**src/rtl/imeec_cfg.svh**
```systemverilog
// Offsets, field positions, reset values and codes for the exception entry block
`ifndef IMEEC_CFG_SVH
`define IMEEC_CFG_SVH
// Register byte offsets
`define IMEEC_OFF_MODE      8'h00
`define IMEEC_OFF_SENSE     8'h04
`define IMEEC_OFF_ENABLE    8'h08
`define IMEEC_OFF_STATUS    8'h0C
`define IMEEC_OFF_PRIO0     8'h10
`define IMEEC_OFF_PRIO1     8'h14
`define IMEEC_OFF_PRIO2     8'h18
`define IMEEC_OFF_PRIO3     8'h1C
`define IMEEC_OFF_ROUTE     8'h20
`define IMEEC_OFF_CPUSTAT   8'h24
// Mode control field positions
`define IMEEC_MODE_LO_BIT   4
`define IMEEC_NMI_EDGE_BIT  3
// Reset values
`define IMEEC_MODE_RST      8'h00
`define IMEEC_SENSE_RST     32'h0000_0000
`define IMEEC_ENABLE_RST    32'h0000_0000
`define IMEEC_PRIO_RST      16'h7777
`define IMEEC_ROUTE_RST     32'h0000_0000
// Sense codes per request pin
`define IMEEC_SENSE_LEVEL   2'h0
`define IMEEC_SENSE_FALL    2'h1
`define IMEEC_SENSE_RISE    2'h2
`define IMEEC_SENSE_BOTH    2'h3
// Vector numbers
`define IMEEC_VEC_ILLEGAL   8'h04
`define IMEEC_VEC_NMI       8'h07
`define IMEEC_VEC_IRQ_BASE  8'h10
// Undefined operation field range
`define IMEEC_ILL_OP_LO     8'h58
`define IMEEC_ILL_OP_HI     8'h5F
// Status bit positions in the flag bytes
`define IMEEC_CCR_I_BIT     7
`define IMEEC_EXR_T_BIT     7
`endif

```
**src/rtl/imeec_pkg.sv**
```systemverilog
// Types shared by the exception entry block
package imeec_pkg;
  // Control modes; 01 and 11 are never stored
  typedef enum logic [1:0] {
    IMEEC_MODE0 = 2'h0,
    IMEEC_MODE2 = 2'h2
  } imeec_mode_t;

  // Entry sequencer, one-hot
  typedef enum logic [4:0] {
    IMEEC_S_IDLE = 5'h01,
    IMEEC_S_PUSH_PC = 5'h02,
    IMEEC_S_PUSH_FL = 5'h04,
    IMEEC_S_VEC = 5'h08,
    IMEEC_S_LOAD = 5'h10
  } imeec_state_t;

  // Core context seen and reloaded by the sequencer
  typedef struct packed {
    logic [31:0] pc;
    logic [31:0] sp;
    logic [7:0]  condition_flags;
    logic [7:0]  extended_status_register;
  } imeec_cpu_state_t;

  // Memory request to the core's bus unit
  typedef struct packed {
    logic        req;
    logic        we;
    logic [31:0] addr;
    logic [31:0] wdata;
  } imeec_mem_req_t;
endpackage

```
**src/rtl/imeec_sense.sv**
```systemverilog
// Request pin sense detector: level, falling, rising or both edges
`timescale 1ns/1ps
`include "imeec_cfg.svh"
module imeec_sense
  import imeec_pkg::*;
(
  input  wire logic       pclk,
  input  wire logic       presetn,
  input  wire logic       pin_n,
  input  wire logic [1:0] sense,
  output logic            det
);
  logic prev_q;
  logic prev_d;

  // Previous level; idles high so reset gives no false edge
  always_comb
  begin
    prev_d = pin_n;
  end

  always_ff @(posedge pclk or negedge presetn)
  begin
    if (!presetn)
      prev_q <= 1'b1;
    else
      prev_q <= prev_d;
  end

  // Event decode
  always_comb
  begin
    case (sense)
      `IMEEC_SENSE_LEVEL: det = ~pin_n;
      `IMEEC_SENSE_FALL:  det = prev_q & ~pin_n;
      `IMEEC_SENSE_RISE:  det = ~prev_q & pin_n;
      default:            det = prev_q ^ pin_n;
    endcase
  end
endmodule // imeec_sense

```
**src/rtl/imeec_top.sv**
```systemverilog
// Exception entry sequencer and interrupt controller front end
//
// The address map and the APB interface to the registers were decided locally.
`timescale 1ns/1ps
`include "imeec_cfg.svh"
// Overview of operation
// - Illegal opcode detected in execution state starts exception entry at once.
// - Entry first pushes program counter, then condition and extended flags.
// - Then mask updated, trace cleared in mode 2, vector fetched and loaded into PC.
// - Illegal entry sets global mask; clears trace in mode 2 only.
// - Detector looks at operation field only, not registers or extensions.
// - Each code word is checked alone; combinations are never flagged.
// - Word and longword addresses have their lowest bit forced to 0.
// - Mode field 00 selects mode 0, 10 mode 2; 01 and 11 prohibited.
// - Each maskable source gets one of eight priority levels.
// - Nonmaskable request ranks level 8 and is always accepted.
// - Every source has its own vector number.
// - Bit 3 of mode control selects nonmaskable request edge.
// - Each request pin senses falling, rising, both edges or level; two sets.
// - Block transfer and memory engines are started by routed requests.
// - Mode control bits 7,6 and 2..0 read zero; all reset to zero.
// - After reset the controller runs in control mode 0.
// - Priority fields are three bits, 000 lowest to 111 highest.
module imeec_top
  import imeec_pkg::*;
(
  input  wire logic             pclk,
  input  wire logic             presetn,
  input  wire logic             psel,
  input  wire logic             penable,
  input  wire logic             pwrite,
  input  wire logic [7:0]       paddr,
  input  wire logic [31:0]      pwdata,
  output logic [31:0]           prdata,
  output logic                  pready,
  output logic                  pslverr,
  input  wire logic             nmi_n,
  input  wire logic [15:0]      request_pin_set_a,
  input  wire logic [15:0]      request_pin_set_b,
  input  wire logic             instr_word_valid,
  input  wire logic [15:0]      instr_word,
  input  wire logic             instr_ext_word,
  input  wire logic             exec_state,
  input  wire logic             insn_boundary,
  input  wire imeec_cpu_state_t cpu_state,
  output imeec_mem_req_t        mem_out,
  input  wire logic             mem_ack,
  input  wire logic [31:0]      mem_rdata,
  output logic                  exc_active,
  output logic                  ctx_load,
  output imeec_cpu_state_t      ctx_out,
  output logic [15:0]           btc_req,
  input  wire logic [15:0]      btc_ack,
  output logic [15:0]           dma_req,
  input  wire logic [15:0]      dma_ack,
  output logic [1:0]            control_mode
);
  // ****************************************************************
  // Register file
  // ****************************************************************
  logic [7:0]  mode_q, mode_d;
  logic [31:0] sense_q, sense_d;
  logic [31:0] enable_q, enable_d;
  logic [15:0] prio_q [4];
  logic [15:0] prio_d [4];
  logic [31:0] route_q, route_d;
  logic [31:0] rdata_q, rdata_d;
  logic [15:0] flag_q, flag_d;
  logic        nmi_q, nmi_d;
  logic        ill_q, ill_d;
  logic        wr_en, setup;
  logic        hit;
  logic [31:0] rmux;

  assign setup   = psel & ~penable;
  assign wr_en   = psel & penable & pwrite;
  assign pready  = 1'b1;
  assign pslverr = psel & penable & ~hit;

  // Address decode and read mux
  always_comb
  begin
    hit  = 1'b1;
    rmux = 32'h0000_0000;
    case (paddr)
      `IMEEC_OFF_MODE:    rmux = {24'h00_0000, mode_q};
      `IMEEC_OFF_SENSE:   rmux = sense_q;
      `IMEEC_OFF_ENABLE:  rmux = enable_q;
      `IMEEC_OFF_STATUS:  rmux = {15'h0000, nmi_q, flag_q};
      `IMEEC_OFF_PRIO0:   rmux = {16'h0000, prio_q[0]};
      `IMEEC_OFF_PRIO1:   rmux = {16'h0000, prio_q[1]};
      `IMEEC_OFF_PRIO2:   rmux = {16'h0000, prio_q[2]};
      `IMEEC_OFF_PRIO3:   rmux = {16'h0000, prio_q[3]};
      `IMEEC_OFF_ROUTE:   rmux = route_q;
      `IMEEC_OFF_CPUSTAT: rmux = {16'h0000, cpu_state.condition_flags, cpu_state.extended_status_register};
      default:            hit = 1'b0;
    endcase
  end

  // Register writes; read data captured in the setup phase
  always_comb
  begin
    mode_d   = mode_q;
    sense_d  = sense_q;
    enable_d = enable_q;
    route_d  = route_q;
    for (int k = 0; k < 4; k++)
      prio_d[k] = prio_q[k];
    rdata_d  = setup ? rmux : rdata_q;
    if (wr_en)
    begin
      case (paddr)
        `IMEEC_OFF_MODE:
        begin
          // Prohibited mode codes leave the old mode in place
          if (pwdata[`IMEEC_MODE_LO_BIT] == 1'b0)
            mode_d[`IMEEC_MODE_LO_BIT+1] = pwdata[`IMEEC_MODE_LO_BIT+1];
          mode_d[`IMEEC_NMI_EDGE_BIT] = pwdata[`IMEEC_NMI_EDGE_BIT];
        end
        `IMEEC_OFF_SENSE:  sense_d  = pwdata;
        `IMEEC_OFF_ENABLE: enable_d = pwdata;
        `IMEEC_OFF_PRIO0:  prio_d[0] = pwdata[15:0] & 16'h7777;
        `IMEEC_OFF_PRIO1:  prio_d[1] = pwdata[15:0] & 16'h7777;
        `IMEEC_OFF_PRIO2:  prio_d[2] = pwdata[15:0] & 16'h7777;
        `IMEEC_OFF_PRIO3:  prio_d[3] = pwdata[15:0] & 16'h7777;
        `IMEEC_OFF_ROUTE:  route_d  = pwdata;
        default:           mode_d   = mode_q;
      endcase
    end
  end

  always_ff @(posedge pclk or negedge presetn)
  begin
    if (!presetn)
    begin
      mode_q   <= `IMEEC_MODE_RST;
      sense_q  <= `IMEEC_SENSE_RST;
      enable_q <= `IMEEC_ENABLE_RST;
      route_q  <= `IMEEC_ROUTE_RST;
      rdata_q  <= 32'h0000_0000;
      for (int k = 0; k < 4; k++)
        prio_q[k] <= `IMEEC_PRIO_RST;
    end
    else
    begin
      mode_q   <= mode_d;
      sense_q  <= sense_d;
      enable_q <= enable_d;
      route_q  <= route_d;
      rdata_q  <= rdata_d;
      for (int k = 0; k < 4; k++)
        prio_q[k] <= prio_d[k];
    end
  end

  assign prdata       = rdata_q;
  assign control_mode = mode_q[`IMEEC_MODE_LO_BIT+1 -: 2];

  // ****************************************************************
  // Request detection
  // ****************************************************************
  logic [15:0] det;
  logic        nmi_det;
  logic [15:0] pins_n;

  // Set B chosen per pin by the upper enable half; a swap can fake an edge
  assign pins_n = (request_pin_set_b & enable_q[31:16])
                | (request_pin_set_a & ~enable_q[31:16]);

  for (genvar g = 0; g < 16; g++)
  begin : g_sense
    imeec_sense u_sense (
      .pclk    (pclk),
      .presetn (presetn),
      .pin_n   (pins_n[g]),
      .sense   (sense_q[2*g +: 2]),
      .det     (det[g])
    );
  end

  imeec_sense u_nmi (
    .pclk    (pclk),
    .presetn (presetn),
    .pin_n   (nmi_n),
    .sense   (mode_q[`IMEEC_NMI_EDGE_BIT] ? `IMEEC_SENSE_RISE
                                          : `IMEEC_SENSE_FALL),
    .det     (nmi_det)
  );

  // ****************************************************************
  // Arbitration
  // ****************************************************************
  imeec_state_t st_q, st_d;
  logic [2:0]  lvl [16];
  logic [15:0] cand;
  logic        irq_ok;
  logic [3:0]  best_idx;
  logic [2:0]  best_lvl;
  logic        ill_word;
  logic        take_ill, take_nmi, take_irq, start;

  // Sources routed to an engine never interrupt the core
  assign cand = flag_q & enable_q[15:0] & ~route_q[15:0] & ~route_q[31:16];
  assign btc_req = flag_q & enable_q[15:0] & route_q[15:0];
  assign dma_req = flag_q & enable_q[15:0] & route_q[31:16] & ~route_q[15:0];

  // Highest level wins; lower index wins a tie
  always_comb
  begin
    best_idx = 4'h0;
    best_lvl = 3'h0;
    irq_ok   = 1'b0;
    for (int i = 0; i < 16; i++)
    begin
      lvl[i] = prio_q[i/4][4*(i%4) +: 3];
      if (cand[i] && (!irq_ok || lvl[i] > best_lvl))
      begin
        irq_ok   = 1'b1;
        best_idx = 4'(i);
        best_lvl = lvl[i];
      end
    end
    // Mode gate: mode 0 global mask, mode 2 level above mask
    if (control_mode == IMEEC_MODE2)
      irq_ok = irq_ok & (best_lvl > cpu_state.extended_status_register[2:0]);
    else
      irq_ok = irq_ok & ~cpu_state.condition_flags[`IMEEC_CCR_I_BIT];
  end

  // Only the operation field is decoded; register bits and extensions skipped
  assign ill_word = instr_word_valid & ~instr_ext_word & exec_state
                  & (instr_word[15:8] >= `IMEEC_ILL_OP_LO)
                  & (instr_word[15:8] <= `IMEEC_ILL_OP_HI);

  assign start    = (st_q == IMEEC_S_IDLE);
  assign take_ill = start & ill_q;
  assign take_nmi = start & ~ill_q & nmi_q & insn_boundary;
  assign take_irq = start & ~ill_q & ~nmi_q & insn_boundary & irq_ok;

  // Pending flags: a new event beats a clear in the same cycle
  always_comb
  begin
    logic [15:0] clr;
    clr = btc_ack | dma_ack;
    if (wr_en && paddr == `IMEEC_OFF_STATUS)
      clr = clr | pwdata[15:0];
    for (int i = 0; i < 16; i++)
      if (take_irq && best_idx == 4'(i) && sense_q[2*i +: 2] != `IMEEC_SENSE_LEVEL)
        clr[i] = 1'b1;
    flag_d = (flag_q & ~clr) | det;
    nmi_d  = (nmi_q & ~take_nmi) | nmi_det;
    ill_d  = (ill_q & ~take_ill) | ill_word;
  end

  always_ff @(posedge pclk or negedge presetn)
  begin
    if (!presetn)
    begin
      flag_q <= 16'h0000;
      nmi_q  <= 1'b0;
      ill_q  <= 1'b0;
    end
    else
    begin
      flag_q <= flag_d;
      nmi_q  <= nmi_d;
      ill_q  <= ill_d;
    end
  end

  // ****************************************************************
  // Entry sequencer
  // ****************************************************************
  imeec_cpu_state_t ctx_q, ctx_d;
  imeec_mem_req_t   mem_q, mem_d;
  logic [31:0]      base_sp;

  assign base_sp = {cpu_state.sp[31:1], 1'b0};

  always_comb
  begin
    logic [7:0] vec;
    vec   = `IMEEC_VEC_ILLEGAL;
    st_d  = st_q;
    ctx_d = ctx_q;
    mem_d = mem_q;
    case (st_q)
      IMEEC_S_IDLE:
      begin
        if (take_ill || take_nmi || take_irq)
        begin
          ctx_d     = cpu_state;
          ctx_d.sp  = base_sp - 32'h0000_0008;
          ctx_d.condition_flags[`IMEEC_CCR_I_BIT] = 1'b1;
          if (control_mode == IMEEC_MODE2)
          begin
            ctx_d.extended_status_register[`IMEEC_EXR_T_BIT] = 1'b0;
            if (take_nmi)
              ctx_d.extended_status_register[2:0] = 3'h7;
            else if (take_irq)
              ctx_d.extended_status_register[2:0] = best_lvl;
          end
          if (take_nmi)
            vec = `IMEEC_VEC_NMI;
          else if (take_irq)
            vec = `IMEEC_VEC_IRQ_BASE + {4'h0, best_idx};
          // Vector kept in pc until the fetch phase
          ctx_d.pc[31:8] = 24'h00_0000;
          ctx_d.pc[7:0]  = vec;
          mem_d = '{1'b1, 1'b1, base_sp - 32'h0000_0004,
                    {cpu_state.pc[31:1], 1'b0}};
          st_d  = IMEEC_S_PUSH_PC;
        end
      end
      IMEEC_S_PUSH_PC:
      begin
        if (mem_ack)
        begin
          mem_d = '{1'b1, 1'b1, base_sp - 32'h0000_0008,
                    {16'h0000, cpu_state.condition_flags, cpu_state.extended_status_register}};
          st_d  = IMEEC_S_PUSH_FL;
        end
      end
      IMEEC_S_PUSH_FL:
      begin
        if (mem_ack)
        begin
          mem_d = '{1'b1, 1'b0, {22'h00_0000, ctx_q.pc[7:0], 2'h0},
                    32'h0000_0000};
          st_d  = IMEEC_S_VEC;
        end
      end
      IMEEC_S_VEC:
      begin
        if (mem_ack)
        begin
          mem_d     = '0;
          ctx_d.pc  = {mem_rdata[31:1], 1'b0};
          st_d      = IMEEC_S_LOAD;
        end
      end
      IMEEC_S_LOAD:
        st_d = IMEEC_S_IDLE;
      default:
      begin
        st_d  = IMEEC_S_IDLE;
        mem_d = '0;
      end
    endcase
  end

  // Core holds its own sp stable while entry is active
  always_ff @(posedge pclk or negedge presetn)
  begin
    if (!presetn)
    begin
      st_q  <= IMEEC_S_IDLE;
      ctx_q <= '0;
      mem_q <= '0;
    end
    else
    begin
      st_q  <= st_d;
      ctx_q <= ctx_d;
      mem_q <= mem_d;
    end
  end

  assign mem_out    = mem_q;
  assign ctx_out    = ctx_q;
  assign ctx_load   = (st_q == IMEEC_S_LOAD);
  assign exc_active = (st_q != IMEEC_S_IDLE);
endmodule // imeec_top

```
**config.mk**
```make
export PLATFORM = sky130hd
export DESIGN_NAME = imeec_top
export DESIGN_NICKNAME = d
export VERILOG_FILES = /design/src/rtl/imeec_pkg.sv /design/src/rtl/imeec_sense.sv /design/src/rtl/imeec_top.sv
export VERILOG_INCLUDE_DIRS = /design/src /design/src/rtl
export SDC_FILE = /design/constraint.sdc
export NUM_CORES = 1
export LEC_CHECK = 0
export ABC_AREA = 0
export BUFFER_PORTS_ARGS = -buffer_cell sky130_fd_sc_hd__buf_2
export CORE_ASPECT_RATIO = 1.2
export CORE_MARGIN = 4
export CORE_UTILIZATION = 55
export DETAILED_ROUTE_END_ITERATION = 6
export MAX_ROUTING_LAYER = met4
export PLACE_DENSITY_LB_ADDON = 0.12
export SLEW_MARGIN = 20
export SYNTH_ARGS = -nofsm -noshare
export SYNTH_HDL_FRONTEND = slang
export SYNTH_SLANG_ARGS = --single-unit
```
**constraint.sdc**
```tcl
create_clock -name pclk -period 24.7 [get_ports pclk]
set_input_delay 4.94 -clock pclk [delete_from_list [all_inputs] [get_ports pclk]]
set_output_delay 4.94 -clock pclk [all_outputs]
set_load 0.01 [all_outputs]
```
==> out/results.tsv, run 1 <==
metric	value	unit
outcome	complete, no violations	
overflow	0	
via_count	19500	
min_path_type	reg -> reg	
grt_pass1_vias	19000	
fin_crit	23.87	ns
fin_skew	0.0277	ns
drtAntennaViolNets	0	
vias_per_cell	6.18	
setup.worst_path.start_class	flip-flop	
grt_max_degree	174	
initial_core_util	55.5	%
dr.pass1.iters	5	
drc	0	
grt_pass1_wl	111000	um
max_slew_margin	24.3	%
ys_warn_count	0	
port_buffers	440	
synth_area_leaders	dfrtp_1, dfstp_2, mux2_2	
grt.total_usage	36.7	%
cts_root_buffer	clkbuf_16	
dp_hpwl	55400	um
top_level_ports	459	
critPathCaptureType	flip-flop	
netlist.area_leader.share	36.3	%
synth-async-reset-ratio	100	%
tightest_slew	1.13	ns
drtIter0Drc	1507	
clkLatencyLatePin	0.56	ns
yosysMostFrequentCell	nand2_1	
layout_setup_ws	0.827	ns
syn_inst	2124	
synth_top_area_cell	dfrtp_1	
max_freq	41.9	MHz
critPathSlowestCell	dfrtp_1	
die_h	219	um
synth.distinct_cells	93	
cp.required	25.14	ns
die_x	184	um
power_leakage	0.0124	uW
avgSynthCellArea	9.60	um^2
crit_fanout	8	
syn-cell-area	20400	um^2
pwr_density_cell	77.0	nW/um^2
clk_pin_slew	0.06	ns
cts_made_buffers	39	
critical_path_class	reg -> reg	
numClockSinks	362	
total_power	1990	uW
ys.flop_type	dfrtp_1	
core-area	36700	um^2
post-route-period-util	96.7	%
wirelength	75300	um
cp_common_cell	ha_1	
syn_to_final_growth	26.5	%
fin_tns_setup	0	ns
ys_top_cells_by_count	nand2_1, dfrtp_1, o21ai_0	
cts_tree	yes	
hold_violations	0	
max_stage_delay	0.41	ns
drive_above_1_share	36.8	%
ir_drop	0.0586	mV
final_area	25800	um^2
clock_path_buffers	3	
ys_ff_latch	362	
seq_area_frac_synth	44.8	%
gp_congestion	1.01	
cp.arrival	24.31	ns
wl_per_cell	23.8	um
htreeDepth	2	
cap_viol_max_count	0	
post-place-ws	-0.374	ns
antenna_found_initial	3	
die_area	40200	um^2
synth_edf_count	0	
cts_hold_buf	0	
place_area	23800	um^2
fin_nets	2974	
row_count	77	
setup_violations	0	
finalMaxSlewViolations	0	
-- cell families (layout without fill, tap and decap cells) --
logic type | Yosys count | count (layout) | synth area share [%]
adders and majority gates | 74 | 74 | 4.54
DFF | 362 | 362 | 44.8
AOI/OAI and AO/OA | 573 | 573 | 17.9
buffers and inverters | 195 | 753 | 3.85
xor gates and xnor gates | 29 | 29 | 1.25
muxes | 202 | 202 | 11.5
and+or+nand+nor | 687 | 688 | 16.0
other | 2 | 7 | 0.0368
-- path summary, 6_finish.rpt --
check | from | to | slack, ns | depth (start not counted)
min in group asynchronous | presetn | prdata[27]$_DFFE_PN0P_ | 4.44 | 1
min | ctx_out[4]$_DFFE_PN0P_ | ctx_out[4]$_DFFE_PN0P_ | 0.46 | 2
min reg2reg | ctx_out[4]$_DFFE_PN0P_ | ctx_out[4]$_DFFE_PN0P_ | 0.46 | 2
max reg2reg | route_q[16]$_DFFE_PN0P_ | mem_out[45]$_DFFE_PN0P_ | 0.83 | 129
max in group asynchronous | presetn | ctx_out[51]$_DFFE_PN0P_ | 18.71 | 2
max | route_q[16]$_DFFE_PN0P_ | mem_out[45]$_DFFE_PN0P_ | 0.83 | 129
-- layer usage --
metal	up-vias	share of wire, %	GRT usage [%]
li1	8809	-	-
met1	9578	37	43.5
met2	919	50	61.8
met3	243	7.8	6.07
met4	0	5.1	16.4
met5	-	0	-
-- placed cells by master, fill, tap and decap left out, drive strengths merged, types with 12 or more instances in the layout --
master	n
buf	596
nand2	349
dfrtp	296
o21ai	229
mux2	147
nor2	115
inv	88
a21oi	86
ha	74
dfstp	66
clkbuf	49
nor3	45
mux2i	44
a31oi	36
a221oi	30
a21o	23
nand3	23
a22oi	23
and3	21
or3	20
nor4	18
o22ai	18
xnor2	16
a222oi	15
o211ai	13
xor2	13
and2	12
or4	12
-- critical path, delay by kind of cell, from the launching register on --
| kind | cells | cell delay (ns) |
|---|---|---|
| compound gates | 72 | 12.69 |
| fa+ha+maj | 16 | 4.25 |
| buf+inv | 12 | 1.66 |
| flops | 1 | 0.41 |
| mux | 1 | 0.24 |
| simple gates | 28 | 4.45 |
-- cell type report --
type / count / area (um^2)
flip-flops and latches: 362 / 9140
diodes: 3 / 7.51
fillers: 2961 / 10900
multi-input cells: 1570 / 10900
well taps: 474 / 593
clock inverters: 21 / 244
repair buffers: 597 / 3490
inverters: 87 / 327
clock buffers: 48 / 1080
-- registers in the layout, indices dropped and copies added (netlist names) --
register                flops
enable_q                   32
flag_q                     16
ctx_out                    79
route_q                    32
mode_q                      2
prdata                     32
u_nmi.prev_q                1
g_sense.u_sense.prev_q     16
mem_out                    65
nmi_q                       1
sense_q                    32
ill_q                       1
st_q                        5
lvl                        48
-- power by group --
group / total, uW / leakage (uW) / switching, uW / internal [uW]
combinational: 615 / 0.00720 / 377 / 238
clock: 614 / 0.000652 / 250 / 363
sequential: 758 / 0.00459 / 63.7 / 695
-- through the flow --
| step | cells | util, % | hold slack, ns |
|---|---|---|---|
| 2_1_floorplan | 2126 | - | 0.496 |
| 3_3_place_gp | 3062 | 64.8 | 0.444 |
| 3_5_place_dp | 3062 | 64.8 | 0.451 |
| 4_1_cts | 3134 | 68.6 | 0.463 |
| 5_1_grt | 3161 | 70.2 | 0.482 |
| 6_report | 3162 | 70.3 | 0.460 |
-- timing repair --
| action | CTS | global route |
|---|---|---|
| pin swaps | 1 | 44 |
| endpoints found under the setup margin | 161 | 164 |
| gates cloned | 1 | 1 |
| resized for setup | 9 | 84 |
| buffers inserted | 2 | 25 |
Power figures use the tool's default switching activity.
==> inputs of run 2 (changes only) <==
Settings changed: CELL_PAD_IN_SITES_DETAIL_PLACEMENT set to 1, CELL_PAD_IN_SITES_GLOBAL_PLACEMENT set to 2, CORE_UTILIZATION 55 to 34.
==> out/results.tsv, run 2 (synthesis results as in run 1) <==
metric	value	unit	change
cp_common_cell	ha_1		
drtIter0Drc	1006		-33%
wl_per_cell	24.6	um	+3.4%
grt_max_degree	141		-19%
post-route-period-util	95.5	%	-1.2 points
cts_made_buffers	45		+15%
layout_setup_ws	1.12	ns	+0.291 ns
ir_drop	0.0506	mV	-14%
wl_met2	43700	um	+16%
via_count	19200		-1.8%
post-place-ws	-0.361	ns	+0.0130 ns
drive_above_1_share	37.1	%	+0.30 points
clkLatencyLatePin	0.58	ns	+0.02 ns
top_layer	met4		
grt.total_usage	26.9	%	-9.8 points
fin_nets	2997		+0.77%
setup_violations	0		unchanged
max_freq	42.4	MHz	+1.2%
critical_path_class	reg -> reg		
largest_reg_flops	79		unchanged
fin_crit	23.58	ns	-0.291 ns
swShare	35.1	%	+0.35 points
p_switching	717	uW	+3.7%
drtAntennaViolNets	0		unchanged
die_area	63900	um^2	+59%
clock_path_buffers	3		unchanged
syn_to_final_growth	29.7	%	
drc	0		unchanged
seqPwrFrac	37.1	%	-1.1 points
wirelength	86800	um	+15%
met1Wirelength	35300	um	+26%
cts_tree	yes		
wl_met3	4450	um	-25%
htreeDepth	2		unchanged
multiInputGateArea	10900	um^2	-0.53%
top_level_ports	459		unchanged
crit_fanout	7		-1
vias_per_cell	5.45		-12%
internal-power	1320	uW	+2.1%
antenna_found_initial	4		+1
power_frac_comb	29.4	%	-1.6 points
power_leakage	0.0126	uW	+1.1%
core-area	59500	um^2	+62%
final_cell_mix	buf_2, nand2_1, dfrtp_1		
row_count	98		+27%
max_stage_delay	0.40	ns	about the same
min_path_type	reg -> reg		
overflow	0		unchanged
nFillCells	6860		+130%
port_buffers	440		unchanged
clkPwrFrac	33.5	%	+2.6 points
grt_pass1_vias	20100		+6.1%
gp_congestion	0.916		-9.1%
cp.arrival	23.99	ns	-0.32 ns
finalMaxSlewViolations	0		unchanged
clk_pin_slew	0.06	ns	about the same
rrSetupSlack	1.12	ns	+0.29 ns
setup.worst_path.start_class	flip-flop		
hold_violations	0		unchanged
ff_latch_area	9140	um^2	unchanged
numClockSinks	362		unchanged
critPathSlowestCell	dfrtp_1		
die_h	276	um	+26%
cts_hold_buf	0		unchanged
mostFrequentLayoutCell	buf_2		
dp_hpwl	65500	um	+18%
fin_skew	0.0246	ns	-0.00302 ns
place_area	24400	um^2	+2.5%
pwr_density_cell	77.2	nW/um^2	+0.17%
max_slew_margin	21.4	%	-2.9 points
dr.pass1.iters	5		unchanged
cp.required	25.11	ns	-0.03 ns
tightest_slew	1.16	ns	+0.0309 ns
die_x	232	um	+26%
grt_pass1_wl	128000	um	+15%
cap_viol_max_count	0		unchanged
critPathCaptureType	flip-flop		
outcome	complete, no violations		
cts_root_buffer	clkbuf_16		
initial_core_util	34.3	%	-21 points
hold-worst-slack	0.466	ns	+0.00658 ns
final_area	26400	um^2	+2.5%
[run 2: cell types whose count changed in the layout (fill, tap and decap cells not counted), moves of 3 or more]
cell        previous run  this run
buf_4                147       168
clkbuf_1               2        13
clkbuf_16             40        47
nor3_1                41        37
nor3_2                 4         8
a21boi_2               1         4
clkinvlp_4             4         1
[run 2: routing by layer]
| layer | track usage (%) | vias up |
|---|---|---|
| met5 | - | - |
| met4 | 9.24 | 0 |
| met3 | 4.78 | 152 |
| met2 | 46.1 | 502 |
| met1 | 31.7 | 9701 |
| li1 | - | 8843 |
[run 2: repair_timing]
item	in CTS	in global routing
setup endpoints to repair	161	164
gates resized for setup	8	84
setup buffers	3	21
endpoints found under the hold margin	0	0
gates cloned	1	0
pin swaps	1	29
[run 2: worst max-delay path: cells and delay by family, from the launching register on]
kind                       cells  cell delay, ns
AOI/OAI and AO/OA             66           11.70
adders and majority gates     16            4.67
muxes                          1            0.37
DFF                            1            0.40
and+or+nand+nor               28            4.61
buffers and inverters         10            1.62
[run 2: final cells by class]
type	count	share of cell area, %
clock buffers	66	4.95
inverters	87	1.24
repair buffers	615	13.6
well taps	800	3.79
flip-flops and latches	362	34.6
multi-input cells	1569	41.1
diodes	5	0.0473
clock inverters	18	0.767
[run 2: power by group through the flow]
stage	clock network (uW)	logic (uW)	registers, uW
6_report	683	601	756
3_5_place_dp	0	598	766
3_3_place_gp	0	581	762
4_1_cts	703	603	756
5_1_grt	725	665	768
2_1_floorplan	0	279	794
[run 2: per-stage QoR]
| step | total power (uW) | util, % | TNS [ns] | std cells |
|---|---|---|---|---|
| after floorplan | 1070 | - | 0 | 2126 |
| after global placement | 1340 | 41.0 | 0 | 3409 |
| after detailed placement | 1360 | 41.0 | -22.71 | 3409 |
| after CTS | 2060 | 43.6 | 0 | 3497 |
| after global routing | 2160 | 44.5 | -17.83 | 3522 |
| final | 2040 | 44.5 | 0 | 3522 |
[run 2: worst paths after layout]
check / startpoint / end / depth (start not counted)
setup / recovery: route_q[0]$_DFFE_PN0P_ / flag_q[5]$_DFF_PN0_ / 121
hold / removal: ctx_out[4]$_DFFE_PN0P_ / ctx_out[4]$_DFFE_PN0P_ / 2
setup reg to reg: route_q[0]$_DFFE_PN0P_ / flag_q[5]$_DFF_PN0_ / 121
hold reg to reg: ctx_out[4]$_DFFE_PN0P_ / ctx_out[4]$_DFFE_PN0P_ / 2
max in group asynchronous: presetn / mem_out[16]$_DFFE_PN0P_ / 3
min in group asynchronous: presetn / ctx_out[60]$_DFFE_PN0P_ / 1
==> inputs of run 3 (changes only) <==
Settings changed: MAX_ROUTING_LAYER met4 to unset.
==> out/results.tsv, run 3 (synthesis results as in run 1) <==
metric	value	unit	change
critical_path_class	reg -> reg		
hold_depth	2		unchanged
rrSetupSlack	1.16	ns	+0.04 ns
initial_core_util	34.3	%	unchanged
port_buffers	440		unchanged
drtIter0Drc	1078		+7.2%
grt_pass1_wl	128000	um	+0.43%
drive_above_1_share	37.0	%	-0.18 points
reg2reg_to	mem_out[26]$_DFFE_PN0P_		
antenna_found_initial	3		-1
cts_root_buffer	clkbuf_16		
core-area	59500	um^2	unchanged
ir_drop	0.0500	mV	-1.1%
final_cell_mix	buf_2, nand2_1, dfrtp_1		
grt_max_degree	153		+8.5%
die_area	63900	um^2	unchanged
pwr_density_cell	77.8	nW/um^2	+0.85%
dp_hpwl	65600	um	+0.17%
r2r-start	route_q[16]$_DFFE_PN0P_		
max_slew_margin	23.0	%	+1.6 points
finalMaxSlewViolations	0		unchanged
cap_viol_max_count	0		unchanged
largest_reg_flops	79		unchanged
row_count	98		unchanged
cts_made_buffers	43		-4.4%
worstHoldStart	ctx_out[10]$_DFFE_PN0P_		
min_to	ctx_out[10]$_DFFE_PN0P_		
tightest_slew	1.15	ns	-0.00876 ns
dr.pass1.iters	7		+2
cp.required	25.18	ns	+0.07 ns
hold-worst-slack	0.462	ns	-0.00484 ns
outcome	complete, no violations		
overflow	0		unchanged
internal-power	1320	uW	-0.60%
drtAntennaViolNets	0		unchanged
p_switching	744	uW	+3.7%
grt_pass1_vias	20200		+0.57%
clk_pin_slew	0.06	ns	about the same
htreeDepth	2		unchanged
setup_violations	0		unchanged
clock_path_buffers	3		unchanged
clkLatencyLatePin	0.58	ns	about the same
wirelength	88300	um	+1.7%
critPathSlowestCell	dfrtp_1		
die_h	276	um	unchanged
min_path_type	reg -> reg		
via_count	19300		+0.42%
swShare	36.1	%	+0.98 points
power_frac_comb	32.7	%	+3.3 points
critPathTopFamily	compound AO/OA/AOI/OAI gates		
top_level_ports	459		unchanged
cts_tree	yes		
cp.arrival	24.02	ns	+0.03 ns
die_x	232	um	unchanged
rr_worst_depth	120		-0.83%
numClockSinks	362		unchanged
fin_skew	0.0241	ns	-0.000531 ns
post-route-period-util	95.3	%	-0.16 points
mostFrequentLayoutCell	buf_2		
cts_hold_buf	0		unchanged
fin_crit	23.54	ns	-0.0399 ns
wl_per_cell	25.1	um	+1.8%
drc	0		unchanged
syn_to_final_growth	29.8	%	about the same
cp_num_buf_inv	8		-2
cp_common_cell	ha_1		
setup.worst_path.start_class	flip-flop		
clkPwrFrac	30.5	%	-3.0 points
vias_per_cell	5.48		+0.53%
critPathCaptureType	flip-flop		
grt.total_usage	26.1	%	-0.74 points
fin_tns_setup	0	ns	unchanged
seqPwrFrac	36.8	%	-0.3 points
gp_congestion	0.913		-0.31%
power_leakage	0.0126	uW	+0.26%
max_freq	42.5	MHz	+0.17%
crit_fanout	15		+8
max_stage_delay	0.42	ns	+0.02 ns
hold_violations	0		unchanged
fin_nets	3001		+0.13%
==> run 3: changes by cell type in the layout (fill, tap and decap cells not counted), sizes merged <==
| cell | before | now |
|---|---|---|
| clkbuf | 66 | 73 |
| or2 | 6 | 7 |
| clkinv | 12 | 6 |
| bufinv | 4 | 1 |
| inv | 88 | 90 |
| diode | 5 | 1 |
| clkinvlp | 1 | 0 |
==> run 3: layout make-up <==
type	count	area, um^2
Antenna cell	1	2.50
Clock buffer	68	1260
Clock inverter	10	90.1
Fill cell	6895	33000
Inverter	87	327
Multi-Input combinational cell	1570	10900
Sequential cell	362	9140
Tap cell	800	1000
Timing Repair Buffer	620	3750
==> run 3: per-layer routing <==
layer	up-vias	wire length, um	GRT usage, %
met1	9766	35900	31.8
met2	515	44500	46.3
met4	4	3390	9.67
met5	-	28	0
met3	151	4410	4.23
li1	8842	-	-
==> run 3: worst max path at each step <==
stage                                  from                       to  cells past startpoint
floorplan            route_q[0]$_DFFE_PN0P_  mem_out[56]$_DFFE_PN0P_                    126
global route        route_q[16]$_DFFE_PN0P_  mem_out[56]$_DFFE_PN0P_                    124
finish              route_q[16]$_DFFE_PN0P_  mem_out[26]$_DFFE_PN0P_                    120
global placement    route_q[16]$_DFFE_PN0P_      flag_q[7]$_DFF_PN0_                    121
CTS                 route_q[16]$_DFFE_PN0P_  ctx_out[49]$_DFFE_PN0P_                    122
detailed placement  route_q[16]$_DFFE_PN0P_      flag_q[7]$_DFF_PN0_                    121
==> run 3: repair_timing <==
action | in CTS | in global routing
setup endpoints to repair | 164 | 164
resized for setup | 14 | 82
pin swaps | 2 | 35
setup buffers | 6 | 15
gates cloned | 1 | 7
==> run 3: power by group through the flow <==
stage                     Clock, uW  Sequential (uW)  Combinational, uW
after CTS                       645              757                601
after detailed placement          0              767                596
after global routing            670              769                738
after global placement            0              762                581
after floorplan                   0              794                279
final                           628              757                674
==> run 3: worst register-to-register path: cells and delay by family, from the launching register on <==
family | cells | cell delay, ns
adders and majority gates | 16 | 4.67
DFF | 1 | 0.42
AOI/OAI and AO/OA | 66 | 12.01
buffers and inverters | 8 | 1.47
muxes | 1 | 0.22
and+or+nand+nor | 29 | 4.72
==> run 3: per-stage QoR <==
| step | utilization (%) | worst slack [ns] | cells | cell area (um^2) | power [uW] |
|---|---|---|---|---|---|
| floorplan | - | 1.91 | 2126 | 20400 | 1070 |
| global placement | 41.0 | 0.0211 | 3410 | 24400 | 1340 |
| detailed placement | 41.0 | -0.732 | 3410 | 24400 | 1360 |
| CTS | 43.5 | 0.00536 | 3495 | 25800 | 2000 |
| global route | 44.5 | -0.163 | 3518 | 26500 | 2180 |
| finish | 44.5 | 1.16 | 3518 | 26500 | 2060 |
